<file path="src/pfid_pkg.sv">
// pfid_pkg.sv: register offsets, feature layout and build-time feature choices
package pfid_pkg;

	// ------------------------------------------------------------
	// architecture versions
	// ------------------------------------------------------------
	localparam logic [3:0] PFID_MAJOR_REV = 4'h1;
	localparam logic [3:0] PFID_MINOR_V10 = 4'h0;
	localparam logic [3:0] PFID_MINOR_V11 = 4'h1;

	// ------------------------------------------------------------
	// register byte offsets
	// ------------------------------------------------------------
	localparam logic [11:0] PFID_OFF_FEAT_LO = 12'h000;
	localparam logic [11:0] PFID_OFF_FEAT_HI = 12'h004;
	localparam logic [11:0] PFID_OFF_VER = 12'h008;
	localparam logic [11:0] PFID_OFF_CAP = 12'h00C;
	localparam logic [11:0] PFID_OFF_BW_PART = 12'h010;
	localparam logic [11:0] PFID_OFF_BW_MON = 12'h014;
	localparam logic [11:0] PFID_OFF_STORE_MON = 12'h018;
	localparam logic [11:0] PFID_OFF_IMPL = 12'h01C;
	localparam logic [11:0] PFID_OFF_ERR_LO = 12'h020;
	localparam logic [11:0] PFID_OFF_ERR_HI = 12'h024;
	localparam logic [11:0] PFID_OFF_ERR_CTL = 12'h028;
	localparam logic [11:0] PFID_OFF_INST_SEL = 12'h02C;
	localparam logic [11:0] PFID_OFF_BW_CNT_LO = 12'h030;
	localparam logic [11:0] PFID_OFF_BW_CNT_HI = 12'h034;
	localparam logic [11:0] PFID_OFF_BW_CNT_CTL = 12'h038;

	// ------------------------------------------------------------
	// feature register bit positions (64-bit register)
	// ------------------------------------------------------------
	localparam int PFID_B_CAP_PART = 0;
	localparam int PFID_B_BW_PART = 1;
	localparam int PFID_B_MONITOR = 2;
	localparam int PFID_B_IMPL_ID = 3;
	localparam int PFID_B_EXT = 32;
	localparam int PFID_B_NO_IMPL_PART = 33;
	localparam int PFID_B_NO_IMPL_MON = 34;
	localparam int PFID_B_INST_SEL = 35;
	localparam int PFID_B_ERR_STATUS = 36;
	localparam int PFID_B_EXT_ERR = 37;

	// capacity option bits
	localparam int PFID_B_MIN_CAP = 0;
	localparam int PFID_B_NO_MAX_CAP = 1;
	localparam int PFID_B_MAX_ASSOC = 2;
	localparam int PFID_B_SOFT_LIM = 3;

	// bandwidth partitioning option bits
	localparam int PFID_B_BW_MIN = 0;
	localparam int PFID_B_BW_MAX = 1;
	localparam int PFID_B_BW_MAX_LIM = 2;
	localparam int PFID_B_BW_PBM = 3;
	localparam int PFID_B_BW_PROP = 4;
	localparam int PFID_B_BW_WINDWR = 5;

	// bandwidth monitor option bits
	localparam int PFID_B_BW_LONG = 0;
	localparam int PFID_B_BW_LONG63 = 1;

	// storage monitor option bits
	localparam int PFID_B_EXCL = 0;
	localparam int PFID_B_OFL_LINK = 1;
	localparam int PFID_B_OFL_SR = 2;
	localparam int PFID_B_OFL_CAPT = 3;

	// implementation-defined discovery fields
	localparam int PFID_B_IMPL_PART = 0;
	localparam int PFID_B_IMPL_MON = 1;

	// ------------------------------------------------------------
	// counter widths and reset values
	// ------------------------------------------------------------
	localparam int PFID_CNT_SHORT_W = 31;
	localparam int PFID_CNT_44_W = 44;
	localparam int PFID_CNT_63_W = 63;
	localparam int PFID_INST_W = 4;
	localparam logic [31:0] PFID_RST_WORD = 32'h0000_0000;

	// ------------------------------------------------------------
	// build-time feature choices
	// ------------------------------------------------------------
	localparam logic [3:0] PFID_CFG_MINOR = PFID_MINOR_V11;
	localparam logic PFID_CFG_CAP_PART = 1'b1;
	localparam logic PFID_CFG_BW_PART = 1'b1;
	localparam logic PFID_CFG_MONITOR = 1'b1;
	localparam logic PFID_CFG_IMPL_ID = 1'b1;
	localparam logic PFID_CFG_IMPL_PART = 1'b0;
	localparam logic PFID_CFG_IMPL_MON = 1'b1;
	localparam logic PFID_CFG_INST_SEL = 1'b1;
	localparam logic PFID_CFG_ERR_STATUS = 1'b1;
	localparam logic PFID_CFG_EXT_ERR = 1'b1;
	localparam logic [3:0] PFID_CFG_CAP_OPTS = 4'hB;
	localparam logic [5:0] PFID_CFG_BW_OPTS = 6'h2B;
	localparam logic PFID_CFG_BW_LONG = 1'b1;
	localparam logic PFID_CFG_BW_LONG63 = 1'b1;
	localparam logic [3:0] PFID_CFG_STORE_OPTS = 4'h5;

	typedef enum logic [1:0] {
		PFID_IDLE = 2'b00,
		PFID_ACCESS = 2'b01
	} pfid_state_type;

endpackage : pfid_pkg

</file>
<file path="src/pfid_regbus_if.sv">
// pfid_regbus_if.sv: decoded register access between bus slave and register bank
`timescale 1ns/1ps
interface pfid_regbus_if;
	logic wr_en;
	logic rd_en;
	logic [11:0] addr;
	logic [31:0] wdata;
	logic [31:0] rdata;
	logic hit;

	modport slave (output wr_en, rd_en, addr, wdata, input rdata, hit);
	modport bank (input wr_en, rd_en, addr, wdata, output rdata, hit);
endinterface : pfid_regbus_if

</file>
<file path="src/pfid_apb_slave.sv">
// pfid_apb_slave.sv: apb slave that turns transfers into register strobes
`timescale 1ns/1ps
module pfid_apb_slave
	import pfid_pkg::*;
(
	input wire logic clk_i, // core clock
	input wire logic rst_n_i, // synchronised reset
	input wire logic psel_i, // apb select
	input wire logic penable_i, // apb enable
	input wire logic pwrite_i, // apb direction
	input wire logic [11:0] paddr_i, // apb address
	input wire logic [31:0] pwdata_i, // apb write data
	output logic [31:0] prdata_o, // apb read data
	output logic pready_o, // apb ready
	output logic pslverr_o, // apb error
	pfid_regbus_if.slave rb // register strobes
);
	pfid_state_type state_r;
	logic [31:0] prdata_r;
	logic pslverr_r;

	// no wait state: setup, then access answered from registered data
	always_ff @(posedge clk_i or negedge rst_n_i) begin
		if (!rst_n_i) begin
			state_r <= PFID_IDLE;
		end else if (psel_i && !penable_i) begin
			state_r <= PFID_ACCESS;
		end else begin
			state_r <= PFID_IDLE;
		end
	end

	always_ff @(posedge clk_i or negedge rst_n_i) begin
		if (!rst_n_i) begin
			prdata_r <= PFID_RST_WORD;
			pslverr_r <= 1'b0;
		end else if (psel_i && !penable_i) begin
			prdata_r <= rb.rd_en ? rb.rdata : PFID_RST_WORD;
			pslverr_r <= !rb.hit;
		end
	end

	assign rb.addr = paddr_i;
	assign rb.wdata = pwdata_i;
	assign rb.rd_en = psel_i && !penable_i && !pwrite_i;
	// write lands at the completing edge only
	assign rb.wr_en = psel_i && penable_i && pwrite_i && state_r == PFID_ACCESS && rb.hit;
	assign pready_o = psel_i && penable_i && state_r == PFID_ACCESS;
	assign prdata_o = prdata_r;
	assign pslverr_o = pready_o && pslverr_r;

endmodule : pfid_apb_slave

</file>
<file path="src/pfid_top.sv">
// pfid_top.sv: feature identification registers of a partitioning memory component
//
// Decided for this implementation: the address map and the APB register port.
`timescale 1ns/1ps
module pfid_top
	import pfid_pkg::*;
(
	input wire logic REF_CLK_I, // 250 MHz clock
	input wire logic RSTN_I, // async reset, active low
	input wire logic PSEL_I, // apb select
	input wire logic PENABLE_I, // apb enable
	input wire logic PWRITE_I, // apb direction
	input wire logic [11:0] PADDR_I, // apb byte address
	input wire logic [31:0] PWDATA_I, // apb write data
	output logic [31:0] PRDATA_O, // apb read data
	output logic PREADY_O, // apb ready
	output logic PSLVERR_O, // apb error on unmapped address
	input wire logic ERR_EVENT_I, // one-cycle error report from component logic
	input wire logic [3:0] ERR_CODE_I, // error code with the report
	input wire logic BW_BYTES_I, // one-cycle pulse per counted bandwidth unit
	output logic [PFID_INST_W-1:0] INST_SEL_O, // selected resource instance
	output logic ERR_IRQ_EN_O // error report enable from control register
);
	// ------------------------------------------------------------
	// reset release
	// ------------------------------------------------------------
	logic rst_meta_r;
	logic rst_n_r;

	always_ff @(posedge REF_CLK_I or negedge RSTN_I) begin
		if (!RSTN_I) begin
			rst_meta_r <= 1'b0;
			rst_n_r <= 1'b0;
		end else begin
			rst_meta_r <= 1'b1;
			rst_n_r <= rst_meta_r;
		end
	end

	// ------------------------------------------------------------
	// fixed feature flags
	// ------------------------------------------------------------
	logic is_v11;
	logic ext_flag;
	logic impl_present_flag;
	logic inst_sel_present_flag;
	logic err_present_flag;
	logic ext_err_flag;
	logic [63:0] feat_id;
	logic [3:0] cap_opts;
	logic [5:0] bw_part_opts;
	logic [1:0] bw_mon_opts;
	logic [3:0] store_opts;
	logic [1:0] impl_fields;

	assign is_v11 = PFID_CFG_MINOR == PFID_MINOR_V11;
	assign ext_flag = is_v11;
	assign impl_present_flag = PFID_CFG_IMPL_ID;
	assign inst_sel_present_flag = ext_flag && PFID_CFG_INST_SEL;
	assign err_present_flag = ext_flag && PFID_CFG_ERR_STATUS;
	assign ext_err_flag = ext_flag && (PFID_CFG_EXT_ERR
		|| (err_present_flag && inst_sel_present_flag));

	assign impl_fields = (ext_flag && impl_present_flag)
		? {PFID_CFG_IMPL_MON, PFID_CFG_IMPL_PART} : 2'b00;

	// constant flags, prohibited ones forced low
	always_comb begin
		feat_id = 64'h0;
		feat_id[PFID_B_CAP_PART] = PFID_CFG_CAP_PART;
		feat_id[PFID_B_BW_PART] = PFID_CFG_BW_PART;
		feat_id[PFID_B_MONITOR] = PFID_CFG_MONITOR;
		feat_id[PFID_B_IMPL_ID] = impl_present_flag;
		// upper word only in newer version
		if (ext_flag) begin
			feat_id[PFID_B_EXT] = 1'b1;
			feat_id[PFID_B_NO_IMPL_PART] = !impl_fields[PFID_B_IMPL_PART];
			feat_id[PFID_B_NO_IMPL_MON] = !impl_fields[PFID_B_IMPL_MON];
			feat_id[PFID_B_INST_SEL] = inst_sel_present_flag;
			feat_id[PFID_B_ERR_STATUS] = err_present_flag;
			feat_id[PFID_B_EXT_ERR] = ext_err_flag;
		end
	end

	// ------------------------------------------------------------
	// feature option words
	// ------------------------------------------------------------
	// newer capacity options hidden in base version
	always_comb begin
		cap_opts = 4'h0;
		if (is_v11 && PFID_CFG_CAP_PART) begin
			cap_opts[PFID_B_MIN_CAP] = PFID_CFG_CAP_OPTS[PFID_B_MIN_CAP];
			cap_opts[PFID_B_NO_MAX_CAP] = PFID_CFG_CAP_OPTS[PFID_B_NO_MAX_CAP];
			cap_opts[PFID_B_MAX_ASSOC] = PFID_CFG_CAP_OPTS[PFID_B_MAX_ASSOC];
			cap_opts[PFID_B_SOFT_LIM] = PFID_CFG_CAP_OPTS[PFID_B_SOFT_LIM];
		end
	end

	// own flag per bandwidth option
	// every version may offer these, so only the partitioning flag gates them
	always_comb begin
		bw_part_opts = 6'h00;
		if (PFID_CFG_BW_PART) begin
			bw_part_opts[PFID_B_BW_MIN] = PFID_CFG_BW_OPTS[PFID_B_BW_MIN];
			bw_part_opts[PFID_B_BW_MAX] = PFID_CFG_BW_OPTS[PFID_B_BW_MAX];
			bw_part_opts[PFID_B_BW_MAX_LIM] = PFID_CFG_BW_OPTS[PFID_B_BW_MAX_LIM];
			bw_part_opts[PFID_B_BW_PBM] = PFID_CFG_BW_OPTS[PFID_B_BW_PBM];
			bw_part_opts[PFID_B_BW_PROP] = PFID_CFG_BW_OPTS[PFID_B_BW_PROP];
			bw_part_opts[PFID_B_BW_WINDWR] = PFID_CFG_BW_OPTS[PFID_B_BW_WINDWR];
		end
	end

	// long flag matches built counters; 63-bit needs the long option
	always_comb begin
		bw_mon_opts = 2'b00;
		if (PFID_CFG_MONITOR) begin
			bw_mon_opts[PFID_B_BW_LONG] = PFID_CFG_BW_LONG;
			bw_mon_opts[PFID_B_BW_LONG63] = PFID_CFG_BW_LONG && PFID_CFG_BW_LONG63;
		end
	end

	// storage options hidden in base version
	always_comb begin
		store_opts = 4'h0;
		if (is_v11 && PFID_CFG_MONITOR) begin
			store_opts[PFID_B_EXCL] = PFID_CFG_STORE_OPTS[PFID_B_EXCL];
			store_opts[PFID_B_OFL_LINK] = PFID_CFG_STORE_OPTS[PFID_B_OFL_LINK];
			store_opts[PFID_B_OFL_SR] = PFID_CFG_STORE_OPTS[PFID_B_OFL_SR];
			store_opts[PFID_B_OFL_CAPT] = PFID_CFG_STORE_OPTS[PFID_B_OFL_CAPT];
		end
	end

	// ------------------------------------------------------------
	// instance selection
	// ------------------------------------------------------------
	logic [PFID_INST_W-1:0] inst_sel_r;
	// one control word for every selector value, so no access falls off the end
	logic [31:0] bw_cnt_ctl_r [2**PFID_INST_W];

	// ------------------------------------------------------------
	// bus slave
	// ------------------------------------------------------------
	pfid_regbus_if rb();

	pfid_apb_slave u_apb (
		.clk_i(REF_CLK_I),
		.rst_n_i(rst_n_r),
		.psel_i(PSEL_I),
		.penable_i(PENABLE_I),
		.pwrite_i(PWRITE_I),
		.paddr_i(PADDR_I),
		.pwdata_i(PWDATA_I),
		.prdata_o(PRDATA_O),
		.pready_o(PREADY_O),
		.pslverr_o(PSLVERR_O),
		.rb(rb)
	);

	always_ff @(posedge REF_CLK_I or negedge rst_n_r) begin
		if (!rst_n_r) begin
			inst_sel_r <= '0;
		end else if (rb.wr_en && rb.addr == PFID_OFF_INST_SEL && inst_sel_present_flag) begin
			inst_sel_r <= rb.wdata[PFID_INST_W-1:0];
		end
	end

	// per-instance bandwidth counter control, one word each
	genvar gi;
	generate
		for (gi = 0; gi < 2**PFID_INST_W; gi++) begin : g_inst
			always_ff @(posedge REF_CLK_I or negedge rst_n_r) begin
				if (!rst_n_r) begin
					bw_cnt_ctl_r[gi] <= PFID_RST_WORD;
				end else if (rb.wr_en && rb.addr == PFID_OFF_BW_CNT_CTL
					&& inst_sel_r == PFID_INST_W'(gi)) begin
					bw_cnt_ctl_r[gi] <= rb.wdata;
				end
			end
		end
	endgenerate

	// ------------------------------------------------------------
	// error status and control
	// ------------------------------------------------------------
	logic [3:0] err_code_r;
	logic err_valid_r;
	logic [PFID_INST_W-1:0] err_inst_r;
	logic [63:0] err_status;
	logic err_set;
	logic [31:0] err_ctl_r;
	logic err_clr;

	assign err_clr = rb.wr_en && rb.addr == PFID_OFF_ERR_LO && err_present_flag;

	always_ff @(posedge REF_CLK_I or negedge rst_n_r) begin
		if (!rst_n_r) begin
			err_ctl_r <= PFID_RST_WORD;
		end else if (rb.wr_en && rb.addr == PFID_OFF_ERR_CTL && err_present_flag) begin
			err_ctl_r <= rb.wdata;
		end
	end

	assign err_set = ERR_EVENT_I && err_present_flag;

	// a new error wins over a clear in the same cycle
	always_ff @(posedge REF_CLK_I or negedge rst_n_r) begin
		if (!rst_n_r) begin
			err_code_r <= 4'h0;
			err_valid_r <= 1'b0;
		end else if (err_set) begin
			err_code_r <= ERR_CODE_I;
			err_valid_r <= 1'b1;
		end else if (err_clr) begin
			err_code_r <= 4'h0;
			err_valid_r <= 1'b0;
		end
	end

	// 64-bit status holds instance field in the upper word
	// field only moves when the extended status exists
	always_ff @(posedge REF_CLK_I or negedge rst_n_r) begin
		if (!rst_n_r) begin
			err_inst_r <= '0;
		end else if (err_set && ext_err_flag) begin
			err_inst_r <= inst_sel_r;
		end else if (err_clr) begin
			err_inst_r <= '0;
		end
	end

	// status word as software sees it
	always_comb begin
		err_status = 64'h0;
		err_status[3:0] = err_code_r;
		err_status[31] = err_valid_r;
		err_status[32 +: PFID_INST_W] = err_inst_r;
	end

	// ------------------------------------------------------------
	// bandwidth usage counter
	// ------------------------------------------------------------
	logic [PFID_CNT_63_W-1:0] bw_cnt_r;
	logic [PFID_CNT_63_W-1:0] bw_cnt_nxt;
	logic [PFID_CNT_63_W-1:0] cnt_mask;
	logic long63_sel;

	// 63-bit mode only where built, chosen by the selected instance's control word
	assign long63_sel = bw_mon_opts[PFID_B_BW_LONG63] && bw_cnt_ctl_r[inst_sel_r][0];

	// 44 or 63 bits by control, short width otherwise
	// wrap by masking so the count never carries into bits software cannot see
	always_comb begin
		cnt_mask = {PFID_CNT_63_W{1'b1}} >> (PFID_CNT_63_W - PFID_CNT_SHORT_W);
		if (bw_mon_opts[PFID_B_BW_LONG]) begin
			if (long63_sel) begin
				cnt_mask = {PFID_CNT_63_W{1'b1}};
			end else begin
				cnt_mask = {PFID_CNT_63_W{1'b1}} >> (PFID_CNT_63_W - PFID_CNT_44_W);
			end
		end
		bw_cnt_nxt = (bw_cnt_r + PFID_CNT_63_W'(1)) & cnt_mask;
	end

	always_ff @(posedge REF_CLK_I or negedge rst_n_r) begin
		if (!rst_n_r) begin
			bw_cnt_r <= '0;
		end else if (rb.wr_en && rb.addr == PFID_OFF_BW_CNT_LO) begin
			bw_cnt_r <= '0;
		end else if (BW_BYTES_I) begin
			bw_cnt_r <= bw_cnt_nxt;
		end
	end

	// ------------------------------------------------------------
	// read decode
	// ------------------------------------------------------------
	// unmapped offsets answer with an error and never take a write
	always_comb begin
		rb.hit = 1'b0;
		case (rb.addr)
			PFID_OFF_FEAT_LO, PFID_OFF_FEAT_HI, PFID_OFF_VER, PFID_OFF_CAP: rb.hit = 1'b1;
			PFID_OFF_BW_PART, PFID_OFF_BW_MON, PFID_OFF_STORE_MON, PFID_OFF_IMPL: rb.hit = 1'b1;
			PFID_OFF_ERR_LO, PFID_OFF_ERR_HI, PFID_OFF_ERR_CTL, PFID_OFF_INST_SEL: rb.hit = 1'b1;
			PFID_OFF_BW_CNT_LO, PFID_OFF_BW_CNT_HI, PFID_OFF_BW_CNT_CTL: rb.hit = 1'b1;
			default: rb.hit = 1'b0;
		endcase
	end

	always_comb begin
		rb.rdata = PFID_RST_WORD;
		case (rb.addr)
			PFID_OFF_FEAT_LO: rb.rdata = feat_id[31:0];
			PFID_OFF_FEAT_HI: rb.rdata = feat_id[63:32];
			PFID_OFF_VER: rb.rdata = {24'h0, PFID_MAJOR_REV, PFID_CFG_MINOR};
			PFID_OFF_CAP: rb.rdata = {28'h0, cap_opts};
			PFID_OFF_BW_PART: rb.rdata = {26'h0, bw_part_opts};
			PFID_OFF_BW_MON: rb.rdata = {30'h0, bw_mon_opts};
			PFID_OFF_STORE_MON: rb.rdata = {28'h0, store_opts};
			PFID_OFF_IMPL: rb.rdata = {30'h0, impl_fields};
			PFID_OFF_ERR_LO: rb.rdata = err_status[31:0];
			PFID_OFF_ERR_HI: rb.rdata = ext_err_flag ? err_status[63:32] : PFID_RST_WORD;
			PFID_OFF_ERR_CTL: rb.rdata = err_ctl_r;
			PFID_OFF_INST_SEL: rb.rdata = {{(32-PFID_INST_W){1'b0}}, inst_sel_r};
			PFID_OFF_BW_CNT_LO: rb.rdata = bw_cnt_r[31:0];
			PFID_OFF_BW_CNT_HI: rb.rdata = {1'b0, bw_cnt_r[62:32]};
			PFID_OFF_BW_CNT_CTL: rb.rdata = bw_cnt_ctl_r[inst_sel_r];
			default: rb.rdata = PFID_RST_WORD;
		endcase
	end

	assign INST_SEL_O = inst_sel_r;
	assign ERR_IRQ_EN_O = err_ctl_r[0];

endmodule : pfid_top

</file>
<file path="config.mk">
export PLATFORM = sky130hd
export DESIGN_NAME = pfid_top
export DESIGN_NICKNAME = d
export VERILOG_FILES = /design/src/pfid_pkg.sv /design/src/pfid_regbus_if.sv /design/src/pfid_apb_slave.sv /design/src/pfid_top.sv
export SDC_FILE = /design/constraint.sdc
export NUM_CORES = 1
export LEC_CHECK = 0
export ABC_CLOCK_PERIOD_IN_PS = 19700
export BUFFER_PORTS_ARGS = -buffer_cell sky130_fd_sc_hd__buf_2
export CAP_MARGIN = 20
export CORE_MARGIN = 4
export CORE_UTILIZATION = 45
export DETAILED_ROUTE_END_ITERATION = 7
export PLACE_DENSITY = 0.67
export REMOVE_ABC_BUFFERS = 1
export SYNTH_ARGS = -nofsm -noshare
export SYNTH_HDL_FRONTEND = slang
export SYNTH_SLANG_ARGS = --single-unit
</file>
<file path="constraint.sdc">
create_clock -name REF_CLK_I -period 19.7 [get_ports REF_CLK_I]
set_clock_uncertainty 0.1 [all_clocks]
set_input_delay 0.985 -clock REF_CLK_I [delete_from_list [all_inputs] [get_ports REF_CLK_I]]
set_output_delay 0.985 -clock REF_CLK_I [all_outputs]
set_load 0.02 [all_outputs]
</file>
# --- Word level (Yosys, flattened, before mapping) ---
# Memories as Yosys holds them, arrays and structs flattened.
# Index checks and enable logic that the tools add are counted.
op_classes:
  n_lt_le_gt_ge: 1
  n_eq_ne: 30
  n_bitwise: 2
  n_shift: 0
  div: 0
  reduce_logical: 37
  n_mux: 15
  n_addsub: 1
  mul: 0
ops:
  columns: ["operator", "n"]
  rows:
  - ["32-bit one-hot mux with 15 select lines", 1]
  - ["63-bit 2-to-1 mux", 3]
  - ["32-bit binary-select mux with 4-bit select", 1]
  - ["32-bit 2-to-1 mux", 3]
  - ["12-bit by 6-bit equality test with 1-bit output, second input constant", 7]
  - ["63-bit by 1-bit adder with 63-bit output, second input constant", 1]
  - ["63-bit AND", 1]
  - ["12-bit by 5-bit equality test with 1-bit output, second input constant", 4]
  - ["4-bit equality test, second input constant", 8]
  - ["1-bit logical AND", 29]
  - ["12-bit by 4-bit equality test with 1-bit output, second input constant", 2]
  - ["4-bit by 3-bit equality test with 1-bit output, second input constant", 4]
  - ["12-bit by 3-bit equality test with 1-bit output, second input constant", 1]
  - ["12-bit zero test", 1]
  - ["4-bit 2-to-1 mux", 3]
  - ["4-bit by 2-bit equality test with 1-bit output, second input constant", 2]
  - ["6-bit zero test", 1]
  - ["5-bit >= comparator, second input constant", 1]
  - ["4-bit NOT with 5-bit output", 1]
  - ["4-bit by 1-bit equality test with 1-bit output, second input constant", 1]
  - ["4-bit zero test", 1]
  - ["1-bit 2-to-1 mux", 4]
  - ["2-bit nonzero test", 2]
  - ["1-bit zero test", 3]
  - ["2-bit by 1-bit equality test with 1-bit output, second input constant", 1]
word_totals:
  reg_bits: 657
  romBits: 64
  mem_count: 1
  latch_bits: 0
  ramBits: 0
mem_list:
  columns: ["name", "depth", "word_bits", "rd", "rd_clocked_by_memory_dff", "write_ports", "line_no", "text"]
  rows:
  - ["(name not given)", 64, 1, 1, 0, 0, "pfid_top.sv:280", "case (rb.addr)"]

# --- Depth between registers and ports, before layout ---
# Gate-level depths: netlist of the first run.
depth:
  word_depth: 8
  ltp_mapped: 10
  mapped_depth_nobuf: 7

# --- Cells and area by module ---
# Synthesis of the first run repeated with hierarchy kept, for this count alone.
hier_totals:
  cells_unflattened: 2150
  hier_area_um2: 30939.7
modules_own_cells:
  columns: ["mod", "area_each_um2", "cells_each", "n_inst", "seq_area_each_um2"]
  rows:
  - ["pfid_top", 28956.5, 1994, 1, 15564.9]
  - ["pfid_apb_slave", 1983.2, 156, 1, 850.8]

# --- Worst setup path before layout of the first run ---
# No wires, ideal clock.
synth_path:
  path_kind: "input port to flip-flop"
  start: "input port PADDR_I[7]"
  end: "register err_ctl_r[10]"
  path_slack_ns: 16.748
  stages: 7
  t_arrival_ns: 2.727
  required_ns: 19.475
  path_buffers: 2
  path_cell_list: "nor4_2 nand3_1 nor4_1 and3_1 clkbuf_1 buf_2 mux2_2"
synth_between:
  elab_chain_cells: 4
  word_cells_on_any_way: 5
  classes_between: "eq/ne (1); mux (1); reduce/logical (3)"
synth_rtl:
  columns: ["element", "line_no", "text"]
  rows:
  - ["start: declaration", "pfid_top.sv:13", "input wire logic [11:0] PADDR_I,"]
  - ["6-bit zero test", "pfid_top.sv:280", null]
  - ["1-bit 2-to-1 mux", "pfid_top.sv:280", null]
  - ["1-bit logical AND", "pfid_apb_slave.sv:47", "assign rb.wr_en = psel_i && penable_i && pwrite_i && state_r == PFID_ACCESS && rb.hit;"]
  - ["1-bit logical AND *", "pfid_top.sv:198", "end else if (rb.wr_en && rb.addr == PFID_OFF_ERR_CTL && err_present_flag) begin"]
  - ["end signal: assignment", "pfid_top.sv:199", "err_ctl_r <= rb.wdata;"]
  - ["end: declaration", "pfid_top.sv:190", "logic [31:0] err_ctl_r;"]
# Every way passes the cells marked *; elsewhere a longest branch is shown, timed or not.
# A chain may end at the register's enable or synchronous reset.

# --- Worst setup path after layout of the first run ---
layout_path:
  start: "input port PADDR_I[7]"
  end: "register bw_cnt_ctl_r[444] in the netlist's numbering"
layout_between:
  elab_chain_cells: 5
  word_cells_on_any_way: 6
  classes_between: "eq/ne (1); mux (1); reduce/logical (4)"
layout_rtl:
  columns: ["element", "line_no", "text"]
  rows:
  - ["6-bit zero test", "pfid_top.sv:280", null]
  - ["1-bit 2-to-1 mux", "pfid_top.sv:280", null]
  - ["1-bit logical AND", "pfid_apb_slave.sv:47", null]
  - ["1-bit logical AND *", "pfid_top.sv:174", "end else if (rb.wr_en && rb.addr == PFID_OFF_BW_CNT_CTL"]
  - ["1-bit logical AND *", "pfid_top.sv:175", "&& inst_sel_r == PFID_INST_W'(gi)) begin"]
  - ["end signal: indexed assignment", "pfid_top.sv:176", "bw_cnt_ctl_r[gi] <= rb.wdata;"]
  - ["end: declaration", "pfid_top.sv:138", "logic [31:0] bw_cnt_ctl_r [2**PFID_INST_W];"]
# Marks and branches as above.

==> impl_metrics.json, run 1 <==
{
  "min_path_type": "primary input to asynchronous set/reset pin",
  "drt_iter0_markers": 1727,
  "drive_gt1_share_pct": 45.30,
  "synth_top_area_share_pct": 54.62,
  "final_common_cell": "dfrtp_1",
  "start_util_pct": 45.55,
  "syn_inst": 2050,
  "tns_ps": 0,
  "tightest_slew_ps": 1196,
  "end_kind": "register",
  "die_area_um2": 70980,
  "place_inst": 2882,
  "layout_common_cells": "651 x dfrtp_1, 543 x mux2_2, 157 x mux4_2",
  "crit_path_max_fanout": 18,
  "syn_avg_cell_area_um2": 14.66,
  "num_rows": 94,
  "path_clk_slew_ps": 60,
  "dr.pass1.iters": 8,
  "start_kind": "primary input",
  "io_buffers": 93,
  "wl_per_cell_um": 25.61,
  "cts_sinks": 656,
  "die_w_um": 266.4,
  "synth_top_cell_by_area": "dfrtp_1",
  "path_class": "primary input to register",
  "yosysUniqueCellTypes": 60,
  "cts_root_buf": "clkbuf_16",
  "maxSlewViolCount": 0,
  "finalHoldViolCount": 0,
  "cts_buffers": 71,
  "insertion_delay_ps": 620,
  "period_needed_ps": 4475,
  "place.gp.congestion": 0.8824,
  "diodes": 0,
  "clockBufferDepth": 3,
  "ys_seq_area_share_pct": 54.62,
  "grt_pass1_vias": 19440,
  "ant_nets": 0,
  "grt_pass1_wl_mm": 120.2,
  "core_um2": 65980,
  "cts_max_level": 3,
  "crit_arrival_ps": 4850,
  "tritoncts": "done",
  "maxCapViolations": 0,
  "synth_edf_count": 0,
  "io_pins": 94,
  "die_y_um": 266.4,
  "postCtsSetupBuffers": 0,
  "rsz0062_at_grt": "no",
  "required_ps": 20080,
  "grt_overflow": 0,
  "syn2layout_area_growth_pct": 12.22,
  "post-dp-hpwl_mm": 46.68,
  "drc_errors": 21,
  "num-nets-final": 2150,
  "finalSetupViolCount": 0,
  "synth_area_leaders": "dfrtp_1 55%, mux2_2 20%, mux4_2 12%",
  "peakVddDrop_uv": 43.86,
  "violations": "DRC",
  "vias_per_cell": 6.111,
  "antenna_found_initial": 4,
  "cts_resized": 0,
  "r2r_slack_ps": 15480,
  "async_reset_ff_share_pct": 100.0,
  "finish.utilization_pct": 51.12,
  "leakage_nw": 15.57,
  "netlist_area_um2": 30050,
  "yosys_warnings": 0,
  "period_share_pct": 22.72,
  "status": "finished, violations left",
  "num_vias": 18420,
  "fin_hold_ws_ps": 52.92,
  "postCtsHoldBufs": 0,
  "fmax_mhz": 223.5,
  "stdcell_count": 3014,
  "grt.total_usage_pct": 22.08,
  "finalWirelength_mm": 77.18,
  "ys_seq_elements": 656,
  "powerDensity_nw_per_um2": 82.36,
  "grt_start_max_net_pins": 199,
  "synth-main-ff-cell": "dfrtp_1",
  "max_slew_margin_pct": 20.28
}
[critical path, stage by stage]
cell and delay [ps]:
buf_2 100, nor4_2 310, nand3_1 580, nor3_2 650, nand3b_1 450, nor3_4 880
buf_4 470, mux2_2 380
[metrics by stage]
step / worst slack [ps] / power, mW / cell area [µm²]
after detailed placement: 14650 / 1.475 / 31340
after floorplan: -38.76 / 1.433 / 29330
after CTS: 14960 / 2.805 / 33660
after global placement: 14760 / 1.472 / 31340
final: 15220 / 2.778 / 33730
after global routing: 14810 / 2.872 / 33730
[sequential cells by signal, indices dropped and copies added, names as in the netlist, 4 cells and up]
name,cells
bw_cnt_ctl_r,512
bw_cnt_r,63
err_ctl_r,32
u_apb.prdata_o,32
INST_SEL_O,4
err_code_r,4
err_inst_r,4
[cells by family (layout without fill, tap and decap cells)]
family                   Yosys count  in the layout  share of synthesized area, %
multiplexers                     715            715                         32.64
flip-flops                       656            656                         54.62
AND/OR/NAND/NOR                  267            267                         4.467
AO/OA/AOI/OAI                    195            195                         4.438
buffers and inverters            173            273                         2.556
XOR/XNOR                          42             42                         1.224
adder cells (fa/ha/maj)            1              1                       0.04163
other                              1              1                       0.01248
[layer usage]
| layer | part of all wire [%] | GRT usage, % |
|---|---|---|
| met2 | 47 | 34.52 |
| met5 | 0.026 | 0 |
| met1 | 44 | 31.63 |
| met4 | 2.7 | 7.125 |
| met3 | 6.5 | 4.222 |
[power breakdown]
part	internal [mW]	switching (mW)	total, mW
Clock	0.785	0.541	1.33
Combinational	0.0191	0.0620	0.0811
Sequential	1.36	0.0139	1.37
[path summary, 6_finish.rpt]
kind	depth (start not counted)	endpoint	from
worst max-delay path	8	bw_cnt_ctl_r[444]	PADDR_I[7]
worst min-delay path	1	rst_n_r	RSTN_I
worst max register to register	5	bw_cnt_ctl_r[2]	rst_n_r
worst min register to register	0	bw_cnt_ctl_r[361]	rst_n_r
max in group asynchronous	5	bw_cnt_ctl_r[2]	rst_n_r
min in group REF_CLK_I	0	rst_n_r	rst_meta_r
[synthesized netlist by cell type (all sizes together), types with 11 or more instances]
cell,n
nand4,17
o21ai,37
xnor2,26
inv,13
mux2,547
a22oi,35
a31oi,16
nor4,16
nand2,60
nor2,76
clkbuf,47
mux4,157
nand3,27
xor2,16
buf,113
a21oi,42
nor3,22
dfrtp,656
a22o,15
a221o,14
mux2i,11
[final cells by class]
cell class | count | area [µm²]
tap | 864 | 1081
multi-input combinational | 1221 | 13020
clock inverter | 15 | 176.4
inverter | 13 | 48.80
sequential | 656 | 16430
clock buffer | 114 | 2142
timing repair buffer | 131 | 829.5
fill | 5374 | 32250
(Power assumes the default switching activity.)
==> run 2: changes to the inputs <==
Settings changed: ABC_AREA set to 1, ABC_CLOCK_PERIOD_IN_PS 19700 to 3900.
Clock period 19.7 ns to 3.9 ns, I/O delays scaled along.
==> impl_metrics.json, run 2 <==
{
  "status": "complete, no violations",
  "powerDensity_nw_per_um2": 417.2,
  "finalWirelength_mm": 99.28,
  "maxCapViolations": 0,
  "start_kind": "register",
  "worstPathCellList": "nand3_1 -> nor2_2 -> nand4_4 -> nor2_8 -> nand3_4 -> o21ai_0",
  "grt_start_max_net_pins": 196,
  "post-dp-hpwl_mm": 60.42,
  "core_um2": 67630,
  "cts_resized": 0,
  "drive_gt1_share_pct": 8.094,
  "io_pins": 94,
  "cts_buffers": 72,
  "yosysMostFrequentCell": "nand2_1",
  "wl_per_cell_um": 20.51,
  "final_common_cell": "nand2_1",
  "stdcell_count": 4841,
  "final_area_um2": 34820,
  "tritoncts": "done",
  "grtUsageMet3_pct": 4.095,
  "top_register": "bw_cnt_ctl_r",
  "io_buffers": 93,
  "tns_ps": 0,
  "period_needed_ps": 2937,
  "tightest_slew_ps": 1060,
  "crit_family": "simple AND/OR/NAND/NOR gates",
  "synth_top_area_share_pct": 53.04,
  "place_area_um2": 32130,
  "clockBufferDepth": 3,
  "slowest_delay_ps": 820,
  "die_area_um2": 73030,
  "netlist_area_um2": 30950,
  "crit_path_max_fanout": 64,
  "grt.total_usage_pct": 26.88,
  "place.gp.congestion": 0.9505,
  "leakage_nw": 16.04,
  "dr.pass1.iters": 5,
  "path_clk_slew_ps": 60,
  "start_util_pct": 45.76,
  "end_kind": "register",
  "rsz0062_at_grt": "no",
  "finalHoldViolCount": 0,
  "num_vias": 27470,
  "insertion_delay_ps": 630,
  "largest_register_ffs": 512,
  "async_reset_ff_share_pct": 100.0,
  "max_slew_margin_pct": 29.33,
  "cp_slowest_cell": "nand3_4",
  "synth_edf_count": 0,
  "crit_arrival_ps": 3330,
  "grt_overflow": 0,
  "cts_sinks": 656,
  "vias_per_cell": 5.674,
  "fmax_mhz": 340.5,
  "num_rows": 95,
  "yosys_warnings": 0,
  "die_y_um": 270.2,
  "finish.utilization_pct": 51.48,
  "ys_seq_elements": 656,
  "maxSlewViolCount": 0,
  "postCtsSetupBuffers": 0,
  "place_inst": 4691,
  "drt_iter0_markers": 3038,
  "grt_pass1_vias": 26110,
  "syn2layout_area_growth_pct": 12.51,
  "drc_errors": 0,
  "synth-main-ff-cell": "dfrtp_1",
  "yosysUniqueCellTypes": 46,
  "use_met1_pct": 38.53,
  "ant_nets": 0,
  "synth_top_cell_by_area": "dfrtp_1",
  "min_path_type": "primary input to register",
  "cts_root_buf": "clkbuf_16",
  "finalSetupViolCount": 0,
  "reg.largest.list": "bw_cnt_ctl_r (512), bw_cnt_r (63)",
  "postCtsHoldBufs": 21,
  "die_w_um": 270.2,
  "syn_avg_cell_area_um2": 7.885,
  "path_class": "register to register",
  "syn_inst": 3925,
  "num-nets-final": 3969,
  "synthTopCellsByCount": "1420 x nand2_1, 656 x dfrtp_1, 386 x o21ai_0",
  "grt_pass1_wl_mm": 156.0,
  "cp.buffers_inverters": 0,
  "peakVddDrop_uv": 287.4,
  "required_ps": 4290,
  "antenna_found_initial": 2,
  "layout_common_cells": "1419 x nand2_1, 653 x dfrtp_1, 386 x o21ai_0",
  "grt-busiest-layer": "met2",
  "ys_seq_area_share_pct": 53.04,
  "synth_area_leaders": "dfrtp_1 53%, nand2_1 17%, o21ai_0 6.2%",
  "met2_usage_pct": 41.59,
  "period_share_pct": 75.31,
  "cts_max_level": 3
}
-- run 2: cell count changes in the layout (fill, tap and decap cells not counted), sizes merged, moves of 22 or more --
cell / delta
buf: +22
o21ai: +573
inv: +153
mux2: -547
mux4: -157
nand3: +299
nand2: +1363
nor2: +123
nand4: +160
a22oi: -35
xnor2: -24
-- run 2: cell type report --
| type | instances | area (µm²) |
|---|---|---|
| diodes | 2 | 5.005 |
| clock buffers | 104 | 2153 |
| clock inverters | 23 | 317.8 |
| fillers | 6405 | 32820 |
| inverters | 167 | 629.4 |
| multi-input cells | 2842 | 12890 |
| flip-flops and latches | 656 | 16430 |
| well taps | 873 | 1092 |
| repair buffers | 174 | 1301 |
-- run 2: where the power goes --
| group | switching [mW] | total, mW | internal (mW) |
|---|---|---|---|
| Sequential | 0.0708 | 6.92 | 6.85 |
| Clock | 2.90 | 7.15 | 4.25 |
| Combinational | 0.350 | 0.454 | 0.104 |
-- run 2: cells by family after synthesis --
logic type	share of synthesized area [%]
compound gates	10.88
fa+ha+maj	0.04042
other cells	0.01212
simple gates	29.99
buf+inv	5.612
xor+xnor	0.4245
flops	53.04
-- run 2: metrics by stage --
step	setup WS (ps)	power (mW)	hold WS, ps
3_5_place_dp	967.3	7.488	-118.7
4_1_cts	964.5	14.63	1.017
5_1_grt	721.6	14.98	46.53
2_1_floorplan	-15840	7.285	-200.6
3_3_place_gp	960.4	7.482	-119.6
6_report	963.1	14.53	9.685
-- run 2: per-layer routing --
layer  share of wire (%)  vias to the layer above
met4                 3.5                        2
met5              0.0071                        -
met3                 7.5                      215
met2                  45                     1107
li1                    -                    12910
met1                  44                    13240
-- run 2: path summary, 6_finish.rpt --
kind	startpoint	slack, ps	end	cells past startpoint
max	u_apb.state_r[0]	960	bw_cnt_ctl_r[165]	6
min	PWDATA_I[29]	10	bw_cnt_ctl_r[477]	3
max reg2reg	u_apb.state_r[0]	960	bw_cnt_ctl_r[165]	6
min reg2reg	rst_meta_r	250	rst_n_r	0
max in group asynchronous	rst_n_r	2300	bw_cnt_ctl_r[434]	1
min in group asynchronous	rst_n_r	320	bw_cnt_ctl_r[477]	0
-- run 2: worst register-to-register path: cells and delay by family (launching register included) --
kind,cells,cell delay [ps]
simple gates,5,1890
compound gates,1,490
flops,1,320
==> run 3: changes to the inputs <==
Settings changed: ABC_AREA 1 to 0, ABC_CLOCK_PERIOD_IN_PS 3900 to 2600.
Clock period 3.9 ns to 2.6 ns, I/O delays scaled along.
==> impl_metrics.json, run 3 (synthesis results as in run 1) <==
{
  "r2r_slack_ps": 70,
  "place.gp.congestion": 0.8820,
  "finish.utilization_pct": 53.62,
  "p_int_mw": 16.64,
  "insertion_delay_ps": 620,
  "io_buffers": 93,
  "grt_pass1_wl_mm": 125.1,
  "maxCapViolations": 0,
  "dr.pass1.iters": 5,
  "die_y_um": 266.4,
  "rsz0062_at_grt": "yes",
  "pwr-share-comb_pct": 3.3,
  "maxSlewViolCount": 0,
  "path_class": "register to register",
  "tns_ps": 0,
  "clockBufferDepth": 3,
  "period_share_pct": 97.18,
  "start_util_pct": 45.55,
  "cts_max_level": 3,
  "fmax_mhz": 395.8,
  "swShare_pct": 22.30,
  "crit_path_max_fanout": 58,
  "top_register": "bw_cnt_ctl_r",
  "required_ps": 2990,
  "post-place-ws_ps": 1.521,
  "powerDensity_nw_per_um2": 605.3,
  "ant_nets": 0,
  "peakVddDrop_uv": 541.4,
  "clkPwrFrac_pct": 48.2,
  "path_clk_slew_ps": 60,
  "drc_errors": 0,
  "cts_buffers": 73,
  "final_common_cell": "dfrtp_1",
  "finalSetupViolCount": 0,
  "grt.total_usage_pct": 22.95,
  "multi_input_area_um2": 13040,
  "fillers": 5228,
  "cts_sinks": 656,
  "drt_iter0_markers": 1643,
  "cts_root_buf": "clkbuf_16",
  "drive_gt1_share_pct": 46.82,
  "grt_pass1_vias": 20100,
  "stdcell_count": 3131,
  "met2_usage_pct": 37.21,
  "fin_hold_ws_ps": 54.66,
  "antenna_found_initial": 3,
  "io_pins": 94,
  "grt_overflow": 0,
  "start_kind": "register",
  "hold_start": "PWRITE_I",
  "power.net_switching_mw": 4.775,
  "die_w_um": 266.4,
  "place_area_um2": 32450,
  "crit_arrival_ps": 2910,
  "final_area_um2": 35380,
  "register_area_um2": 16430,
  "largest_register_ffs": 512,
  "seqPwrFrac_pct": 48.5,
  "finalHoldViolCount": 0,
  "grt-busiest-layer": "met2",
  "tritoncts": "done",
  "grtUsageMet3_pct": 4.333,
  "hold_end": "u_apb.prdata_o[0]",
  "end_kind": "register",
  "post-dp-hpwl_mm": 49.72,
  "layout_common_cells": "651 x dfrtp_1, 543 x mux2_2, 157 x mux4_2",
  "die_area_um2": 70980,
  "num_vias": 18750,
  "grt_start_max_net_pins": 134,
  "wl_per_cell_um": 25.39,
  "regToRegEndpoint": "u_apb.prdata_o[25]",
  "core_um2": 65980,
  "finalWirelength_mm": 79.48,
  "place_inst": 2954,
  "power_mw": 21.42,
  "reg2reg_depth": 4,
  "leakage_nw": 16.30,
  "status": "complete, no violations",
  "period_needed_ps": 2527,
  "reg.largest.list": "bw_cnt_ctl_r (512), bw_cnt_r (63)",
  "syn2layout_area_growth_pct": 17.71,
  "whs_path_depth": 5,
  "vias_per_cell": 5.988,
  "max_slew_margin_pct": 50.12,
  "tightest_slew_ps": 748.2,
  "num-nets-final": 2272,
  "r2r-start": "INST_SEL_O[0]",
  "use_met1_pct": 32.60,
  "min_path_type": "primary input to register",
  "final.setup.worst_slack_ps": 73.42,
  "num_rows": 94
}
run 3: cell type report:
type / count / area share, %
clock buffers: 100 / 6.055
inverters: 13 / 0.1379
well taps: 864 / 3.056
diodes: 1 / 0.007073
clock inverters: 25 / 0.7144
repair buffers: 251 / 6.737
flip-flops and latches: 656 / 46.45
multi-input cells: 1221 / 36.85
run 3: how the worst max path moves through the flow:
| stage | endpoint | slack (ps) | cells after the start | from |
|---|---|---|---|---|
| 2_1_floorplan | INST_SEL_O[0] | -17140 | 0 | rst_n_r |
| 3_3_place_gp | u_apb.prdata_o[29] | 70 | 4 | INST_SEL_O[0] |
| 3_5_place_dp | u_apb.prdata_o[25] | 2 | 4 | INST_SEL_O[0] |
| 4_1_cts | u_apb.prdata_o[25] | 20 | 4 | INST_SEL_O[0] |
| 5_1_grt | u_apb.prdata_o[25] | -50 | 4 | INST_SEL_O[0] |
| 6_report | u_apb.prdata_o[25] | 70 | 4 | INST_SEL_O[0] |
run 3: repair_timing:
| action | in CTS | in global routing |
|---|---|---|
| hold buffers | 48 | 0 |
| setup buffers | 0 | 3 |
| pin swaps | 0 | 9 |
| resized for setup | 2 | 6 |
| endpoints found under the hold margin | 571 | 0 |
| endpoints found under the setup margin | 1 | 28 |
run 3: routing by layer:
| layer | vias to the layer above | routed length [µm] |
|---|---|---|
| li1 | 8006 | - |
| met3 | 114 | 5125 |
| met5 | - | 0 |
| met1 | 10030 | 34630 |
| met4 | 0 | 1580 |
| met2 | 595 | 38140 |
run 3: power groups by stage:
stage	registers, mW	logic [mW]	clock network [mW]
5_1_grt	10.4	0.800	11.0
6_report	10.4	0.708	10.3
3_3_place_gp	10.6	0.627	0
2_1_floorplan	10.7	0.183	0
4_1_cts	10.4	0.716	10.5
3_5_place_dp	10.6	0.651	0
run 3: worst max-delay path, stage by stage, from the launching register on:
cell     delay (ps)
dfrtp_4         510
buf_16          350
mux4_2          570
mux4_2          470
a221o_1         310
